## src/rtl/pabpl_pkg.sv

```systemverilog
package pabpl_pkg;

	// Port widths
	localparam int PA_W = 6;
	localparam int PB_W = 8;
	localparam int PA_INT_W = 4;
	localparam int PB_ANA_W = 4;
	localparam int PB_MIX_BIT = 4;
	localparam int ADDR_W = 8;
	localparam int DATA_W = 8;

	// Register offsets
	localparam logic [7:0] OFS_PORTA_DATA = 8'h00;
	localparam logic [7:0] OFS_LATCH_A_DATA = 8'h01;
	localparam logic [7:0] OFS_PORTA_DIR = 8'h04;
	localparam logic [7:0] OFS_LATCH_A_DIR = 8'h05;
	localparam logic [7:0] OFS_PORTA_PDI = 8'h10;
	localparam logic [7:0] OFS_LATCH_A_PDI = 8'h11;

	// Reset values
	localparam logic [5:0] PORTA_DIR_RST = 6'h00;
	localparam logic [7:0] LATCH_A_DIR_RST = 8'h00;
	localparam logic [5:0] PORTA_PDI_RST = 6'h00;
	localparam logic [7:0] LATCH_A_PDI_RST = 8'h00;
	localparam logic [7:0] RDATA_IDLE = 8'h00;

	// Register bus request
	typedef struct packed {
		logic [7:0] addr;
		logic [7:0] wdata;
		logic wr;
		logic rd;
	} pabpl_req_t;

	// Port A pad controls
	typedef struct packed {
		logic [5:0] out;
		logic [5:0] oe;
		logic [5:0] pd;
	} pabpl_pada_t;

	// Port B pad controls
	typedef struct packed {
		logic [7:0] out;
		logic [7:0] oe;
		logic [7:0] pd;
	} pabpl_padb_t;

endpackage

```

## src/rtl/pabpl_top.sv

```systemverilog
`timescale 1ns/1ps
module pabpl_top #(
	parameter bit PA_INT_EN = 1'b1,
	parameter bit INT_EDGE_ONLY = 1'b0,
	parameter bit PD_GLOBAL_OFF = 1'b0,
	parameter bit CMP_OUT_EN = 1'b1
) (
	input wire logic CLK,
	input wire logic RST,
	input wire pabpl_pkg::pabpl_req_t REQ,
	output logic [7:0] RDATA,
	input wire logic [5:0] PA_IN,
	output pabpl_pkg::pabpl_pada_t PA_PAD,
	input wire logic [7:0] PB_IN,
	output pabpl_pkg::pabpl_padb_t PB_PAD,
	input wire logic TIMER_COMPARE_LEVEL,
	input wire logic COMPARATOR_ONE_OUT,
	input wire logic IRQ_PIN,
	input wire logic IRQ_INT_IN,
	input wire logic IRQ_ACK,
	output logic IRQ_REQ,
	output logic BRANCH_PIN_LEVEL,
	output logic [3:0] ANALOG_LOW,
	output logic ANALOG_CHANNEL_FOUR
);
	import pabpl_pkg::*;

	// Read view of a pin: latch when output, pin when input
	function automatic logic [7:0] pin_view(input logic [7:0] dir, input logic [7:0] lat,
		input logic [7:0] pin);
		pin_view = (dir & lat) | (~dir & pin);
	endfunction

	// Pulldown enable: input, not inhibited, option allows
	function automatic logic [7:0] pd_on(input logic [7:0] dir, input logic [7:0] pdi);
		pd_on = ~dir & ~pdi & {8{~PD_GLOBAL_OFF}};
	endfunction

	logic [5:0] latch_a;
	logic [7:0] latch_b;
	logic [5:0] porta_direction;
	logic [7:0] latch_a_direction;
	logic [5:0] porta_pulldown_off_bits;
	logic [7:0] latch_a_pulldown_off_bits;
	logic [5:0] pa_meta;
	logic [5:0] pa_sync;
	logic [7:0] pb_meta;
	logic [7:0] pb_sync;
	logic [3:0] pa_prev;
	logic [3:0] pa_edge;
	logic irq_pin_q;
	logic [7:0] rdata_q;
	// Set by the first port B latch write; no reset, so it outlives reset
	logic pb_latch_seen = 1'b0;
	pabpl_pada_t pa_pad_q;
	pabpl_padb_t pb_pad_q;

	// Address decode
	wire wr_pa_data = REQ.wr && (REQ.addr == OFS_PORTA_DATA);
	wire wr_pb_data = REQ.wr && (REQ.addr == OFS_LATCH_A_DATA);
	wire wr_pa_dir = REQ.wr && (REQ.addr == OFS_PORTA_DIR);
	wire wr_pb_dir = REQ.wr && (REQ.addr == OFS_LATCH_A_DIR);
	wire wr_pa_pdi = REQ.wr && (REQ.addr == OFS_PORTA_PDI);
	wire wr_pb_pdi = REQ.wr && (REQ.addr == OFS_LATCH_A_PDI);

	// Driven pin values; fifth port B pin mixes three sources
	wire cmp_gated = CMP_OUT_EN & COMPARATOR_ONE_OUT;
	wire pb_mix = latch_b[PB_MIX_BIT] | TIMER_COMPARE_LEVEL | cmp_gated;
	wire [7:0] drive_b = {latch_b[7:5], pb_mix, latch_b[3:0]};
	wire [7:0] dir_a8 = {2'b00, porta_direction};
	wire [7:0] latch_a8 = {2'b00, latch_a};
	wire [7:0] sync_a8 = {2'b00, pa_sync};

	// Register read views
	wire [7:0] view_a = pin_view(dir_a8, latch_a8, sync_a8);
	wire [7:0] view_b = pin_view(latch_a_direction, drive_b, pb_sync);

	// Read multiplexer; write-only and unmapped read as zero
	logic [7:0] next_rdata;
	always_comb
	begin
		next_rdata = RDATA_IDLE;
		if (REQ.rd)
		begin
			case (REQ.addr)
				OFS_PORTA_DATA: next_rdata = view_a;
				OFS_LATCH_A_DATA: next_rdata = view_b;
				OFS_PORTA_DIR: next_rdata = dir_a8;
				OFS_LATCH_A_DIR: next_rdata = latch_a_direction;
				OFS_PORTA_PDI: next_rdata = RDATA_IDLE;
				OFS_LATCH_A_PDI: next_rdata = RDATA_IDLE;
				default: next_rdata = RDATA_IDLE;
			endcase
		end
	end

	// Pad controls for the next cycle
	wire [7:0] pd_a8 = pd_on(dir_a8, {2'b00, porta_pulldown_off_bits});
	wire [7:0] pd_b = pd_on(latch_a_direction, latch_a_pulldown_off_bits);
	pabpl_pada_t next_pa_pad;
	pabpl_padb_t next_pb_pad;
	assign next_pa_pad.out = latch_a & porta_direction;
	assign next_pa_pad.oe = porta_direction;
	assign next_pa_pad.pd = pd_a8[5:0];
	assign next_pb_pad.out = drive_b & latch_a_direction;
	assign next_pb_pad.oe = latch_a_direction;
	assign next_pb_pad.pd = pd_b;

	// Port A interrupt detect on the low four pins
	wire [3:0] pa_rise = pa_sync[3:0] & ~pa_prev;
	wire [3:0] set_edge = pa_rise & {4{PA_INT_EN}};
	wire [3:0] next_edge = set_edge | (pa_edge & ~{4{IRQ_ACK}});
	wire [3:0] pa_level = pa_sync[3:0] & {4{PA_INT_EN & ~INT_EDGE_ONLY}};
	wire pa_req = (|pa_edge) | (|pa_level);

	// Data latches: no reset, any write lands
	always_ff @(posedge CLK)
	begin
		if (wr_pa_data)
			latch_a <= REQ.wdata[5:0];
		if (wr_pb_data)
			latch_b <= REQ.wdata;
	end

	// Marks the port B latch as holding a known value, for the reset check
	always_ff @(posedge CLK)
	begin
		if (wr_pb_data)
			pb_latch_seen <= 1'b1;
	end

	// Direction and pulldown-inhibit registers
	always_ff @(posedge CLK)
	begin
		if (RST)
		begin
			porta_direction <= PORTA_DIR_RST;
			latch_a_direction <= LATCH_A_DIR_RST;
			porta_pulldown_off_bits <= PORTA_PDI_RST;
			latch_a_pulldown_off_bits <= LATCH_A_PDI_RST;
		end
		else
		begin
			if (wr_pa_dir)
				porta_direction <= REQ.wdata[5:0];
			if (wr_pb_dir)
				latch_a_direction <= REQ.wdata;
			if (wr_pa_pdi)
				porta_pulldown_off_bits <= REQ.wdata[5:0];
			if (wr_pb_pdi)
				latch_a_pulldown_off_bits <= REQ.wdata;
		end
	end

	// Pin synchronisers
	always_ff @(posedge CLK)
	begin
		if (RST)
		begin
			pa_meta <= 6'h00;
			pa_sync <= 6'h00;
			pb_meta <= 8'h00;
			pb_sync <= 8'h00;
		end
		else
		begin
			pa_meta <= PA_IN;
			pa_sync <= pa_meta;
			pb_meta <= PB_IN;
			pb_sync <= pb_meta;
		end
	end

	// Interrupt state and branch pin level
	always_ff @(posedge CLK)
	begin
		if (RST)
		begin
			pa_prev <= 4'h0;
			pa_edge <= 4'h0;
			irq_pin_q <= 1'b0;
		end
		else
		begin
			pa_prev <= pa_sync[3:0];
			pa_edge <= next_edge;
			irq_pin_q <= IRQ_PIN;
		end
	end

	// Read data and pad registers
	always_ff @(posedge CLK)
	begin
		if (RST)
		begin
			rdata_q <= RDATA_IDLE;
			pa_pad_q <= '0;
			pb_pad_q <= '0;
		end
		else
		begin
			rdata_q <= next_rdata;
			pa_pad_q <= next_pa_pad;
			pb_pad_q <= next_pb_pad;
		end
	end

	// Outputs
	assign RDATA = rdata_q;
	assign PA_PAD = pa_pad_q;
	assign PB_PAD = pb_pad_q;
	assign IRQ_REQ = IRQ_INT_IN | pa_req;
	assign BRANCH_PIN_LEVEL = irq_pin_q;
	assign ANALOG_LOW = PB_IN[3:0];
	assign ANALOG_CHANNEL_FOUR = PB_IN[PB_MIX_BIT];

	// Port A read returns the expected view with zero top bits
	AST_PA_READ: assert property (@(posedge CLK) disable iff (RST)
		(REQ.rd && REQ.addr == OFS_PORTA_DATA) |=> (RDATA == {2'b00, $past(view_a[5:0])}))
		else $error("port A read data wrong");

	// Port B read returns latch (mixed value on the fifth pin) or pin per direction
	AST_PB_READ: assert property (@(posedge CLK) disable iff (RST)
		(REQ.rd && REQ.addr == OFS_LATCH_A_DATA) |=>
		(RDATA == $past((latch_a_direction & drive_b) | (~latch_a_direction & pb_sync))))
		else $error("port B read data wrong");

	// Latch takes write data regardless of direction
	AST_LATCH_WRITE: assert property (@(posedge CLK) disable iff (RST)
		wr_pb_data |=> (latch_b == $past(REQ.wdata)) && (RDATA == RDATA_IDLE))
		else $error("port B latch write lost");

	// Reset keeps the port B latch
	AST_LATCH_HOLD: assert property (@(posedge CLK)
		(RST && pb_latch_seen && !wr_pb_data) |=> (latch_b == $past(latch_b)))
		else $error("port B latch disturbed by reset");

	// Reset clears direction and inhibit bits
	AST_DIR_RESET: assert property (@(posedge CLK)
		RST |=> (latch_a_direction == 8'h00) && (latch_a_pulldown_off_bits == 8'h00))
		else $error("port B controls not cleared by reset");

	// Output enable follows direction one cycle on
	AST_PB_OE: assert property (@(posedge CLK) disable iff (RST)
		$past(!RST) |-> (PB_PAD.oe == $past(latch_a_direction)) &&
		((PB_PAD.pd & PB_PAD.oe) == 8'h00))
		else $error("port B output enable wrong");

	// Pulldown only on input, uninhibited, option allowing
	AST_PB_PD: assert property (@(posedge CLK) disable iff (RST)
		$past(!RST) |-> (PB_PAD.pd ==
		($past(~latch_a_direction & ~latch_a_pulldown_off_bits) & {8{~PD_GLOBAL_OFF}})))
		else $error("port B pulldown wrong");

	// Fifth pin drives the OR of its three sources
	AST_PB_MIX: assert property (@(posedge CLK) disable iff (RST)
		($past(!RST) && $past(latch_a_direction[4])) |->
		(PB_PAD.out[4] == $past(latch_b[4] | TIMER_COMPARE_LEVEL | cmp_gated)))
		else $error("fifth port B pin value wrong");

	// Rising edge raises the request next cycle, even against an ack
	AST_PA_EDGE: assert property (@(posedge CLK) disable iff (RST)
		(PA_INT_EN && (pa_rise != 4'h0)) |=> IRQ_REQ)
		else $error("port A edge interrupt lost");

	// Level mode holds the request while one of the low four port A pins is high
	AST_PA_LEVEL: assert property (@(posedge CLK) disable iff (RST)
		(PA_INT_EN && !INT_EDGE_ONLY && (pa_sync[3:0] != 4'h0)) |-> IRQ_REQ)
		else $error("port A level interrupt missing");

	// Branch level follows only the dedicated pin
	AST_BRANCH: assert property (@(posedge CLK) disable iff (RST)
		$past(!RST) |-> (BRANCH_PIN_LEVEL == $past(IRQ_PIN)))
		else $error("branch pin level wrong");

	// Port A output enable follows direction; no pulldown while driving
	AST_PA_OE: assert property (@(posedge CLK) disable iff (RST)
		$past(!RST) |-> (PA_PAD.oe == $past(porta_direction)) &&
		((PA_PAD.pd & PA_PAD.oe) == 6'h00))
		else $error("port A output enable wrong");

	// Port A pulldown only on uninhibited inputs
	AST_PA_PD: assert property (@(posedge CLK) disable iff (RST)
		$past(!RST) |-> (PA_PAD.pd ==
		($past(~porta_direction & ~porta_pulldown_off_bits) & {6{~PD_GLOBAL_OFF}})))
		else $error("port A pulldown wrong");

	// Port A drives its latch only where the pin is an output
	AST_PA_OUT: assert property (@(posedge CLK) disable iff (RST)
		$past(!RST) |-> (PA_PAD.out == $past(latch_a & porta_direction)))
		else $error("port A pin drive wrong");

	// Port B drives latch, or the mixed value on the fifth pin, on outputs only
	AST_PB_OUT: assert property (@(posedge CLK) disable iff (RST)
		$past(!RST) |-> (PB_PAD.out == $past(drive_b & latch_a_direction)))
		else $error("port B pin drive wrong");

	// Reset clears port A direction and inhibit bits
	AST_PA_RESET: assert property (@(posedge CLK)
		RST |=> (porta_direction == 6'h00) && (porta_pulldown_off_bits == 6'h00))
		else $error("port A controls not cleared by reset");

	// First cycle after reset shows every port B pulldown on
	AST_PB_PD_RELEASE: assert property (@(posedge CLK)
		($past(RST) && !RST) |=> (RST || (PB_PAD.pd == {8{~PD_GLOBAL_OFF}})))
		else $error("port B pulldowns not on after reset");

	// Direction reads return the register, top port A bits zero
	AST_PA_DIR_READ: assert property (@(posedge CLK) disable iff (RST)
		(REQ.rd && REQ.addr == OFS_PORTA_DIR) |=> (RDATA == {2'b00, $past(porta_direction)}))
		else $error("port A direction read wrong");

	AST_PB_DIR_READ: assert property (@(posedge CLK) disable iff (RST)
		(REQ.rd && REQ.addr == OFS_LATCH_A_DIR) |=> (RDATA == $past(latch_a_direction)))
		else $error("port B direction read wrong");

	// Write-only inhibit registers read as idle data
	AST_PDI_READ: assert property (@(posedge CLK) disable iff (RST)
		(REQ.rd && (REQ.addr == OFS_PORTA_PDI || REQ.addr == OFS_LATCH_A_PDI)) |=>
		(RDATA == RDATA_IDLE))
		else $error("inhibit register read not idle");

	// Register writes land at the strobe edge
	AST_PA_LATCH_WRITE: assert property (@(posedge CLK) disable iff (RST)
		wr_pa_data |=> (latch_a == $past(REQ.wdata[5:0])))
		else $error("port A latch write lost");

	AST_PA_DIR_WRITE: assert property (@(posedge CLK) disable iff (RST)
		wr_pa_dir |=> (porta_direction == $past(REQ.wdata[5:0])))
		else $error("port A direction write lost");

	AST_PB_DIR_WRITE: assert property (@(posedge CLK) disable iff (RST)
		wr_pb_dir |=> (latch_a_direction == $past(REQ.wdata)))
		else $error("port B direction write lost");

	AST_PA_PDI_WRITE: assert property (@(posedge CLK) disable iff (RST)
		wr_pa_pdi |=> (porta_pulldown_off_bits == $past(REQ.wdata[5:0])))
		else $error("port A inhibit write lost");

	AST_PB_PDI_WRITE: assert property (@(posedge CLK) disable iff (RST)
		wr_pb_pdi |=> (latch_a_pulldown_off_bits == $past(REQ.wdata)))
		else $error("port B inhibit write lost");

	// Latched edge request stands until acknowledged
	AST_EDGE_HOLD: assert property (@(posedge CLK) disable iff (RST)
		((pa_edge != 4'h0) && !IRQ_ACK) |=> IRQ_REQ)
		else $error("port A edge request dropped early");

	// Acknowledge clears edge requests when no new edge arrives
	AST_ACK_CLEAR: assert property (@(posedge CLK) disable iff (RST)
		(IRQ_ACK && (pa_rise == 4'h0)) |=> (pa_edge == 4'h0))
		else $error("port A edge request not cleared");

	// Edge-only or disabled interrupts never raise a level request
	AST_EDGE_ONLY: assert property (@(posedge CLK) disable iff (RST)
		(!PA_INT_EN || INT_EDGE_ONLY) |-> (pa_level == 4'h0))
		else $error("port A level request in edge-only mode");

	// Analog taps follow the pins whatever the port setting
	AST_ANALOG: assert property (@(posedge CLK)
		(ANALOG_LOW == PB_IN[3:0]) && (ANALOG_CHANNEL_FOUR == PB_IN[PB_MIX_BIT]))
		else $error("analog tap wrong");

endmodule // pabpl_top

```

## config.mk

```make
export PLATFORM = sky130hd
export DESIGN_NAME = pabpl_top
export DESIGN_NICKNAME = d
export VERILOG_FILES = /design/src/rtl/pabpl_pkg.sv /design/src/rtl/pabpl_top.sv
export SDC_FILE = /design/constraint.sdc
export NUM_CORES = 1
export LEC_CHECK = 0
export BUFFER_PORTS_ARGS = -buffer_cell sky130_fd_sc_hd__buf_2
export CORE_MARGIN = 1
export CORE_UTILIZATION = 30
export CTS_CLUSTER_SIZE = 10
export DETAILED_ROUTE_END_ITERATION = 12
export GPL_TIMING_DRIVEN = 1
export PLACE_DENSITY_LB_ADDON = 0.15
export SLEW_MARGIN = 20
export SYNTH_ARGS = -nofsm -noshare
export SYNTH_HDL_FRONTEND = slang
export SYNTH_SLANG_ARGS = --single-unit
```

## constraint.sdc

```tcl
create_clock -name CLK -period 2.25 [get_ports CLK]
set_input_delay 0.225 -clock CLK [delete_from_list [all_inputs] [get_ports CLK]]
set_output_delay 0.225 -clock CLK [all_outputs]
set_load 0.005 [all_outputs]
```

==> results.cfg, run 1 <==
[status]
outcome = completed

[cells_and_area]
drive_gt1_share_pct = 27.4
final_common_cell = dfxtp_1
nets = 507
nFillCells = 1408
synthToLayoutAreaGrowth_pct = 27.5
mostFrequentLayoutCells = dfxtp_1 (115), buf_2 (95), nand2b_1 (45)
multi_input_area_um2 = 1400
n_antenna_cell = 0
regArea_um2 = 2720

[drt]
wl_per_cell_um = 14.1
dr.first_iter.drc_count = 109
drt-vias-per-instance = 4.23
met2WireLength_mm = 4.33
drt-met1-wl_mm = 4.39
wl_mm = 9.30
drcViolationCount = 0
first_pass_iters = 4
top_layer_used = met4
vias = 2796
dr_wl_met3_um = 377
ant_nets = 0

[sta]
setup_viol = 0
setup_tns_ns = 0
grt_setup_unrepaired = no
layout_setup_ws_ns = 0.713
hold_viol = 0
worst_pin_slew_ns = 0.594
slew_headroom_pct = 60.4
skew_ns = 0.00817
slew_violations = 0
fmaxAchievable_mhz = 651
fin_crit_ns = 1.54
fin_crit_sh_pct = 68.3

[critical_path]
cp_slowest_cell = dfxtp_1
crit_path_max_incr_delay_ns = 0.33
required_ns = 2.03
worstSetupEndpointType = primary output
path_class = register to primary output
startpoint_type = register
path_delay_family = simple AND/OR/NAND/NOR gates
critPathBufInv = 1
crit_fanout = 4
worstPathCellList = nor4_1, nand3_1, buf_2
critPathArrivalTime_ns = 1.31

[job]
max_cap_violations = 0

[synth]
synth_cell_types = 30
ys_ff_latch = 129
synth-edff-count = 14
synth_area_um2 = 4280
synth_warnings = 0
syn_inst = 369
async_flop_share_pct = 0
seq_area_frac_synth_pct = 63.6
syn_area_per_cell_um2 = 11.6
ys.flop_type = dfxtp_1
synthesis.nets = 408

[cts]
htreeDepth = 4
post_cts_resized = 0
clock-sinks = 129
cts_root_buf = clkbuf_16
clk_latency_ns = 0.41
cts_tree = yes
postCtsHoldBufs = 0
cts.path.max_buffers = 2
cts_buffers = 17
post-cts-setup-buffer-count = 0
clkTransAtPathRegs_ns = 0.05

[hold_path]
hp-class = input pin to register

[global_routing]
grt_antenna_before_repair = 0
track_usage_pct = 13.7
grt_pass1_wl_mm = 14.7
grt_max_degree = 88
grt_pass1_vias = 2767
grt_overflow = 0

[floorplan]
core-area_um2 = 13900
rows = 43
die_h_um = 121
die_area_um2 = 14800
io_pins = 96
start_util_pct = 30.9
die_x_um = 121

[place]
portBuffers = 95
hpwl_mm = 6.32
pre_cts_slack_ns = 0.494
gp_congestion = 0.727

[power]
ir_drop_mv = 0.458
power.density_nw_per_um2 = 913
p_leak_nw = 2.49
final cells by class:
class                           count  area share [%]
Multi-Input combinational cell    205            25.7
Tap cell                          180            4.13
Sequential cell                   129            49.9
Inverter                           16            1.10
Timing Repair Buffer               99            9.49
Clock buffer                       26            9.15
Clock inverter                      6           0.596
cells by family after synthesis:
family | synth area share, %
compound gates | 5.26
buf+inv | 3.71
flops | 63.6
mux | 6.54
simple gates | 20.9
flip-flops by register name (all words and copies together) (netlist names), 6 cells and up:
register,cells
PA_PAD,18
pb_sync,8
latch_a_pulldown_off_bits,8
porta_direction,6
pb_meta,8
latch_a_direction,8
porta_pulldown_off_bits,6
latch_b,8
latch_a,6
pa_meta,6
RDATA,8
pa_sync,6
PB_PAD,24
worst reg2reg max path, delay by kind of cell (launching register included):
kind	cells	cell delay, ns
compound gates	2	0.26
flops	1	0.39
simple gates	1	0.32
cells in the mapped netlist, drive strengths merged, types with 2 or more instances:
cell type | count | share of area (%)
a21oi | 11 | 1.3
edfxtp | 14 | 9.8
nand3 | 2 | 0.23
mux2i | 28 | 6.5
o21ai | 11 | 1.3
nor3b | 12 | 2.1
nand2 | 2 | 0.23
nand2b | 45 | 6.6
clkbuf | 11 | 0.96
nand4 | 3 | 1.1
dfxtp | 115 | 54
o21a | 11 | 1.9
a2111oi | 2 | 0.41
nor2 | 7 | 0.61
nor2b | 35 | 5.1
nor4 | 2 | 0.64
nor3 | 17 | 2.0
inv | 16 | 1.4
buf | 8 | 1.3
and2 | 13 | 1.9
power by group:
group | switching, mW | internal [mW] | total (mW)
combinational | 0.0976 | 0.0850 | 0.183
sequential | 0.0134 | 2.37 | 2.38
clock | 0.906 | 1.51 | 2.42
total | 1.02 | 3.97 | 4.98
path summary, 6_finish.rpt:
check / start / to / slack (ns) / cells past startpoint
max: pa_sync[1] / IRQ_REQ / 0.71 / 3
max reg2reg: latch_b[4] / RDATA[4] / 1.15 / 3
min reg2reg: latch_a_pulldown_off_bits[7] / PB_PAD[7] / 0.42 / 1
min: IRQ_PIN / BRANCH_PIN_LEVEL / 0.02 / 2
routing by layer:
layer / vias to the layer above / track usage (%)
met1: 1284 / 17.2
met3: 16 / 3.43
met2: 64 / 21.3
met5: - / 0
met4: 0 / 7.87
li1: 1432 / -
stage by stage:
step | area (um^2) | util, % | instances | total power, mW | hold WS, ns
5_1_grt | 5460 | 39.3 | 661 | 5.20 | 0.0145
3_5_place_dp | 4930 | 35.5 | 629 | 2.62 | 0.419
4_1_cts | 5460 | 39.3 | 661 | 5.05 | 0.00954
6_report | 5460 | 39.3 | 661 | 4.98 | 0.0225
3_3_place_gp | 4930 | 35.5 | 629 | 2.62 | 0.413
2_1_floorplan | 4280 | - | 369 | 2.53 | 0.324
Power figures use the tool's default switching activity.
==> run 2, diff against run 1 <==
==> constraint.sdc (replaced) <==
create_clock -name CLK -period 1.45 [get_ports CLK]
set_input_delay 0.145 -clock CLK [delete_from_list [all_inputs] [get_ports CLK]]
set_output_delay 0.145 -clock CLK [all_outputs]
set_load 0.005 [all_outputs]
==> run 2 against run 1 <==
Against the previous run:
- sequential cell count did not move
- die area stayed put
- power is 64% higher
- via count is 5.3% higher
- hold slack gained 0.0098 ns
- largest cell class unchanged
- sequential share of layout area decreased by 3.3 points
- routed wire length increased by 3.1%
- combinational power increased by 90%
- critical endpoint unchanged
- setup slack worse by 0.66 ns
- highest routed layer unchanged
- clock-buffer cell count up 2
- final area rose by 7.2%
- critical path depth is the same
==> results.cfg, run 2 (synthesized netlist as in run 1, its figures left out) <==
[power]
ir_drop_mv = 0.700
finalPower_mw = 8.15
power.density_nw_per_um2 = 1390
p_leak_nw = 2.66

[floorplan]
core-area_um2 = 13900
die_x_um = 121
rows = 43
start_util_pct = 30.9
die_area_um2 = 14800
die_h_um = 121
io_pins = 96

[global_routing]
grt_max_degree = 88
grt_pass1_wl_mm = 14.7
track_usage_pct = 13.7
grt_overflow = 0
grt_antenna_before_repair = 0
grt_pass1_vias = 2884

[cells_and_area]
synthToLayoutAreaGrowth_pct = 36.6
drive_gt1_share_pct = 27.6
stdcell_count = 694
final_util_pct = 42.1
nets = 540
multi_input_area_um2 = 1420
final_area_um2 = 5850
nFillCells = 1392
regArea_um2 = 2720
n_antenna_cell = 0
largest_register_ffs = 24
mostFrequentLayoutCells = dfxtp_1 (114), buf_2 (95), nand2b_1 (45)
final_common_cell = dfxtp_1

[status]
outcome = completed

[cts]
clkTransAtPathRegs_ns = 0.05
htreeDepth = 4
clk_latency_ns = 0.41
cts.path.max_buffers = 2
cts_tree = yes
cts_root_buf = clkbuf_16
clock-sinks = 129
cts_buffers = 17
post-cts-setup-buffer-count = 0

[critical_path]
startpoint_type = register
critPathArrivalTime_ns = 1.26
cp_slowest_cell = dfxtp_2
crit_path_max_incr_delay_ns = 0.34
required_ns = 1.31
worstSetupEndpointType = primary output
path_class = register to primary output
crit_fanout = 2
worstPathCellList = nor4_4, nand3_1, buf_2

[place]
pre_cts_slack_ns = -0.0125
numPlacedInstances = 637
dpl-instance-area_um2 = 5010
hpwl_mm = 6.58
gp_congestion = 0.727
portBuffers = 95

[drt]
wl_per_cell_um = 13.8
wl_mm = 9.58
ant_nets = 0
drcViolationCount = 0
drt-vias-per-instance = 4.24
dr.first_iter.drc_count = 117
first_pass_iters = 4
vias = 2945

[sta]
slew_headroom_pct = 70.5
setup_tns_ns = 0
slew_violations = 0
worst_pin_slew_ns = 0.431
skew_ns = 0.00524
fin_crit_ns = 1.40
fmaxAchievable_mhz = 714
hold_viol = 0
grt_setup_unrepaired = yes
layout_setup_ws_ns = 0.0497
fin_crit_sh_pct = 96.6
hold_slack_ns = 0.0323
setup_viol = 0

[hold_path]
hp-class = input pin to register

[job]
max_cap_violations = 0
-- run 2: power by group --
part	switching (mW)	internal, mW
clock	1.45	2.65
sequential	0.0261	3.68
combinational	0.161	0.186
total	1.64	6.51
-- run 2: path summary, 6_finish.rpt --
check	start	endpoint	slack, ns	cells after the start
min reg2reg	porta_pulldown_off_bits[5]	PA_PAD[5]	0.42	1
max	pa_edge[0]	IRQ_REQ	0.05	3
min	IRQ_ACK	pa_edge[3]	0.03	3
max reg2reg	latch_b[4]	PB_PAD[20]	0.07	3
-- run 2: worst max-delay path, delay by kind of cell (launching register included) --
kind | cells | cell delay (ns)
simple gates | 2 | 0.37
flops | 1 | 0.34
buf+inv | 1 | 0.14
-- run 2: final cells by class --
cell class,count,area share [%]
clock buffer,28,9.05
clock inverter,4,0.813
inverter,16,1.03
multi-input combinational,205,24.3
sequential,129,46.6
tap,180,3.85
timing repair buffer,132,14.4
-- run 2: what timing repair did --
item | CTS | global route
pin swaps | 0 | 2
endpoints found under the hold margin | 30 | 0
gates resized for setup | 1 | 2
endpoints found under the setup margin | 1 | 1
gates cloned | 0 | 0
hold buffers | 25 | 0
-- run 2: metal layers --
metal | vias to the layer above | wire [um] | GRT usage (%) | part of all wire [%]
met3 | 13 | 421 | 4.89 | 4.4
met5 | - | 0 | 0 | 0
met1 | 1369 | 4680 | 17.6 | 49
met2 | 71 | 4310 | 20.5 | 45
met4 | 0 | 167 | 6.33 | 1.7
li1 | 1492 | - | - | -
==> run 3, diff against run 2 <==
--- a/config.mk
+++ b/config.mk
@@ -11,7 +11,7 @@
 export CTS_CLUSTER_SIZE = 10
 export DETAILED_ROUTE_END_ITERATION = 12
 export GPL_TIMING_DRIVEN = 1
-export PLACE_DENSITY_LB_ADDON = 0.15
+export PLACE_DENSITY = 0.53
 export SLEW_MARGIN = 20
 export SYNTH_ARGS = -nofsm -noshare
 export SYNTH_HDL_FRONTEND = slang
==> run 3 against run 2 <==
Against the previous run:
- combinational power hardly changed
- clock-buffer cell count is 7 lower
- final cell count is 0.58% higher
- power is 2.6% higher
- via count is 2.5% higher
- critical path depth stayed put
- critical endpoint unchanged
- final area is 0.88% higher
- largest cell class unchanged
- sequential power hardly changed
- non-clock buffer count is 4 higher
- largest power group unchanged
- die area stayed put
- clock skew is 0.00097 ns higher
- routed wire length is 0.19% higher
==> results.cfg, run 3 (synthesized netlist as in run 1, its figures left out) <==
[critical_path]
rrSetupSlack_ns = 0.30
startpoint_type = register
path_class = register to primary output
required_ns = 1.31
r2r_cells = 2
worstSetupEndpointType = primary output
critPathArrivalTime_ns = 1.22
crit_fanout = 2

[job]
max_cap_violations = 0

[floorplan]
start_util_pct = 30.9
die_h_um = 121
die_area_um2 = 14800
core-area_um2 = 13900
rows = 43
die_x_um = 121
io_pins = 96

[cts]
cts_buffers = 17
cts_root_buf = clkbuf_16
cts.path.max_buffers = 2
post-cts-setup-buffer-count = 0
clkTransAtPathRegs_ns = 0.05
cts_tree = yes
htreeDepth = 4
clk_latency_ns = 0.41
clock-sinks = 129

[sta]
slew_headroom_pct = 63.2
hold_viol = 0
setup_tns_ns = 0
fin_crit_ns = 1.37
worst_pin_slew_ns = 0.537
grt_setup_unrepaired = no
fmaxAchievable_mhz = 731
layout_setup_ws_ns = 0.0829
fin_crit_sh_pct = 94.3
skew_ns = 0.00620
setup_viol = 0
slew_violations = 0

[drt]
wl_per_cell_um = 13.8
dr.first_iter.drc_count = 137
drcViolationCount = 0
wl_mm = 9.60
drt-vias-per-instance = 4.33
ant_nets = 0
vias = 3020
first_pass_iters = 4

[cells_and_area]
synthToLayoutAreaGrowth_pct = 37.8
n_antenna_cell = 0
drive_gt1_share_pct = 29.5
final_common_cell = dfxtp_1
mostFrequentLayoutCells = dfxtp_1 (115), buf_2 (95), nand2b_1 (45)
final_area_um2 = 5900
largest_register_ffs = 24
nets = 544
final_util_pct = 42.5

[hold_path]
hp-class = input pin to register
worstHoldPathCells = 3

[global_routing]
grt_pass1_wl_mm = 14.9
grt_max_degree = 69
grt_overflow = 0
grt_antenna_before_repair = 1
track_usage_pct = 13.9
grt_pass1_vias = 2861

[place]
portBuffers = 95
gp_congestion = 0.756
pre_cts_slack_ns = -0.105
dpl-instance-area_um2 = 5020
hpwl_mm = 6.77

[status]
outcome = completed

[power]
finalPower_mw = 8.37
power.density_nw_per_um2 = 1420
p_leak_nw = 2.69
ir_drop_mv = 0.669
-- run 3: area by class of cell --
class	count	area, um^2
Clock inverter	11	124
Multi-Input combinational cell	205	1420
Clock buffer	21	492
Timing Repair Buffer	136	858
Sequential cell	129	2720
Inverter	16	60.1
Tap cell	180	225
Fill cell	1369	7980
-- run 3: path summary, 6_finish.rpt --
kind                     end                          from
hold / removal    pa_edge[3]                       IRQ_ACK
setup / recovery     IRQ_REQ                    pa_edge[0]
hold reg to reg    PB_PAD[5]  latch_a_pulldown_off_bits[5]
setup reg to reg    RDATA[6]                    latch_b[6]
-- run 3: timing repair --
item,4_1_cts,5_1_grt
hold buffers,25,0
endpoints found under the hold margin,30,0
endpoints found under the setup margin,1,1
pin swaps,1,0
gates resized for setup,0,2
-- run 3: per-stage QoR --
stage | hold WS, ns | std cells
after floorplan | 0.244 | 369
after global placement | 0.356 | 641
after detailed placement | 0.352 | 641
after CTS | 0.0151 | 698
after global routing | 0.0419 | 698
final | 0.0326 | 698
-- run 3: metal layers --
metal,GRT usage [%],vias to the layer above,part of all wire [%]
met5,0,-,0.083
met4,6.94,2,2.1
met3,4.75,19,7.2
met2,20.0,94,44
met1,18.5,1404,47
li1,-,1501,-
-- run 3: report_power, final --
group	internal, mW	leakage (nW)	switching, mW
logic	0.186	1.33	0.161
clock network	2.77	0.301	1.55
registers	3.67	1.06	0.0258
total	6.63	2.69	1.73
-- run 3: worst max-delay path: stages (launching register included) --
cell,delay [ns]
dfxtp_1,0.32
nor4_2,0.26
nand3_1,0.11
buf_2,0.13
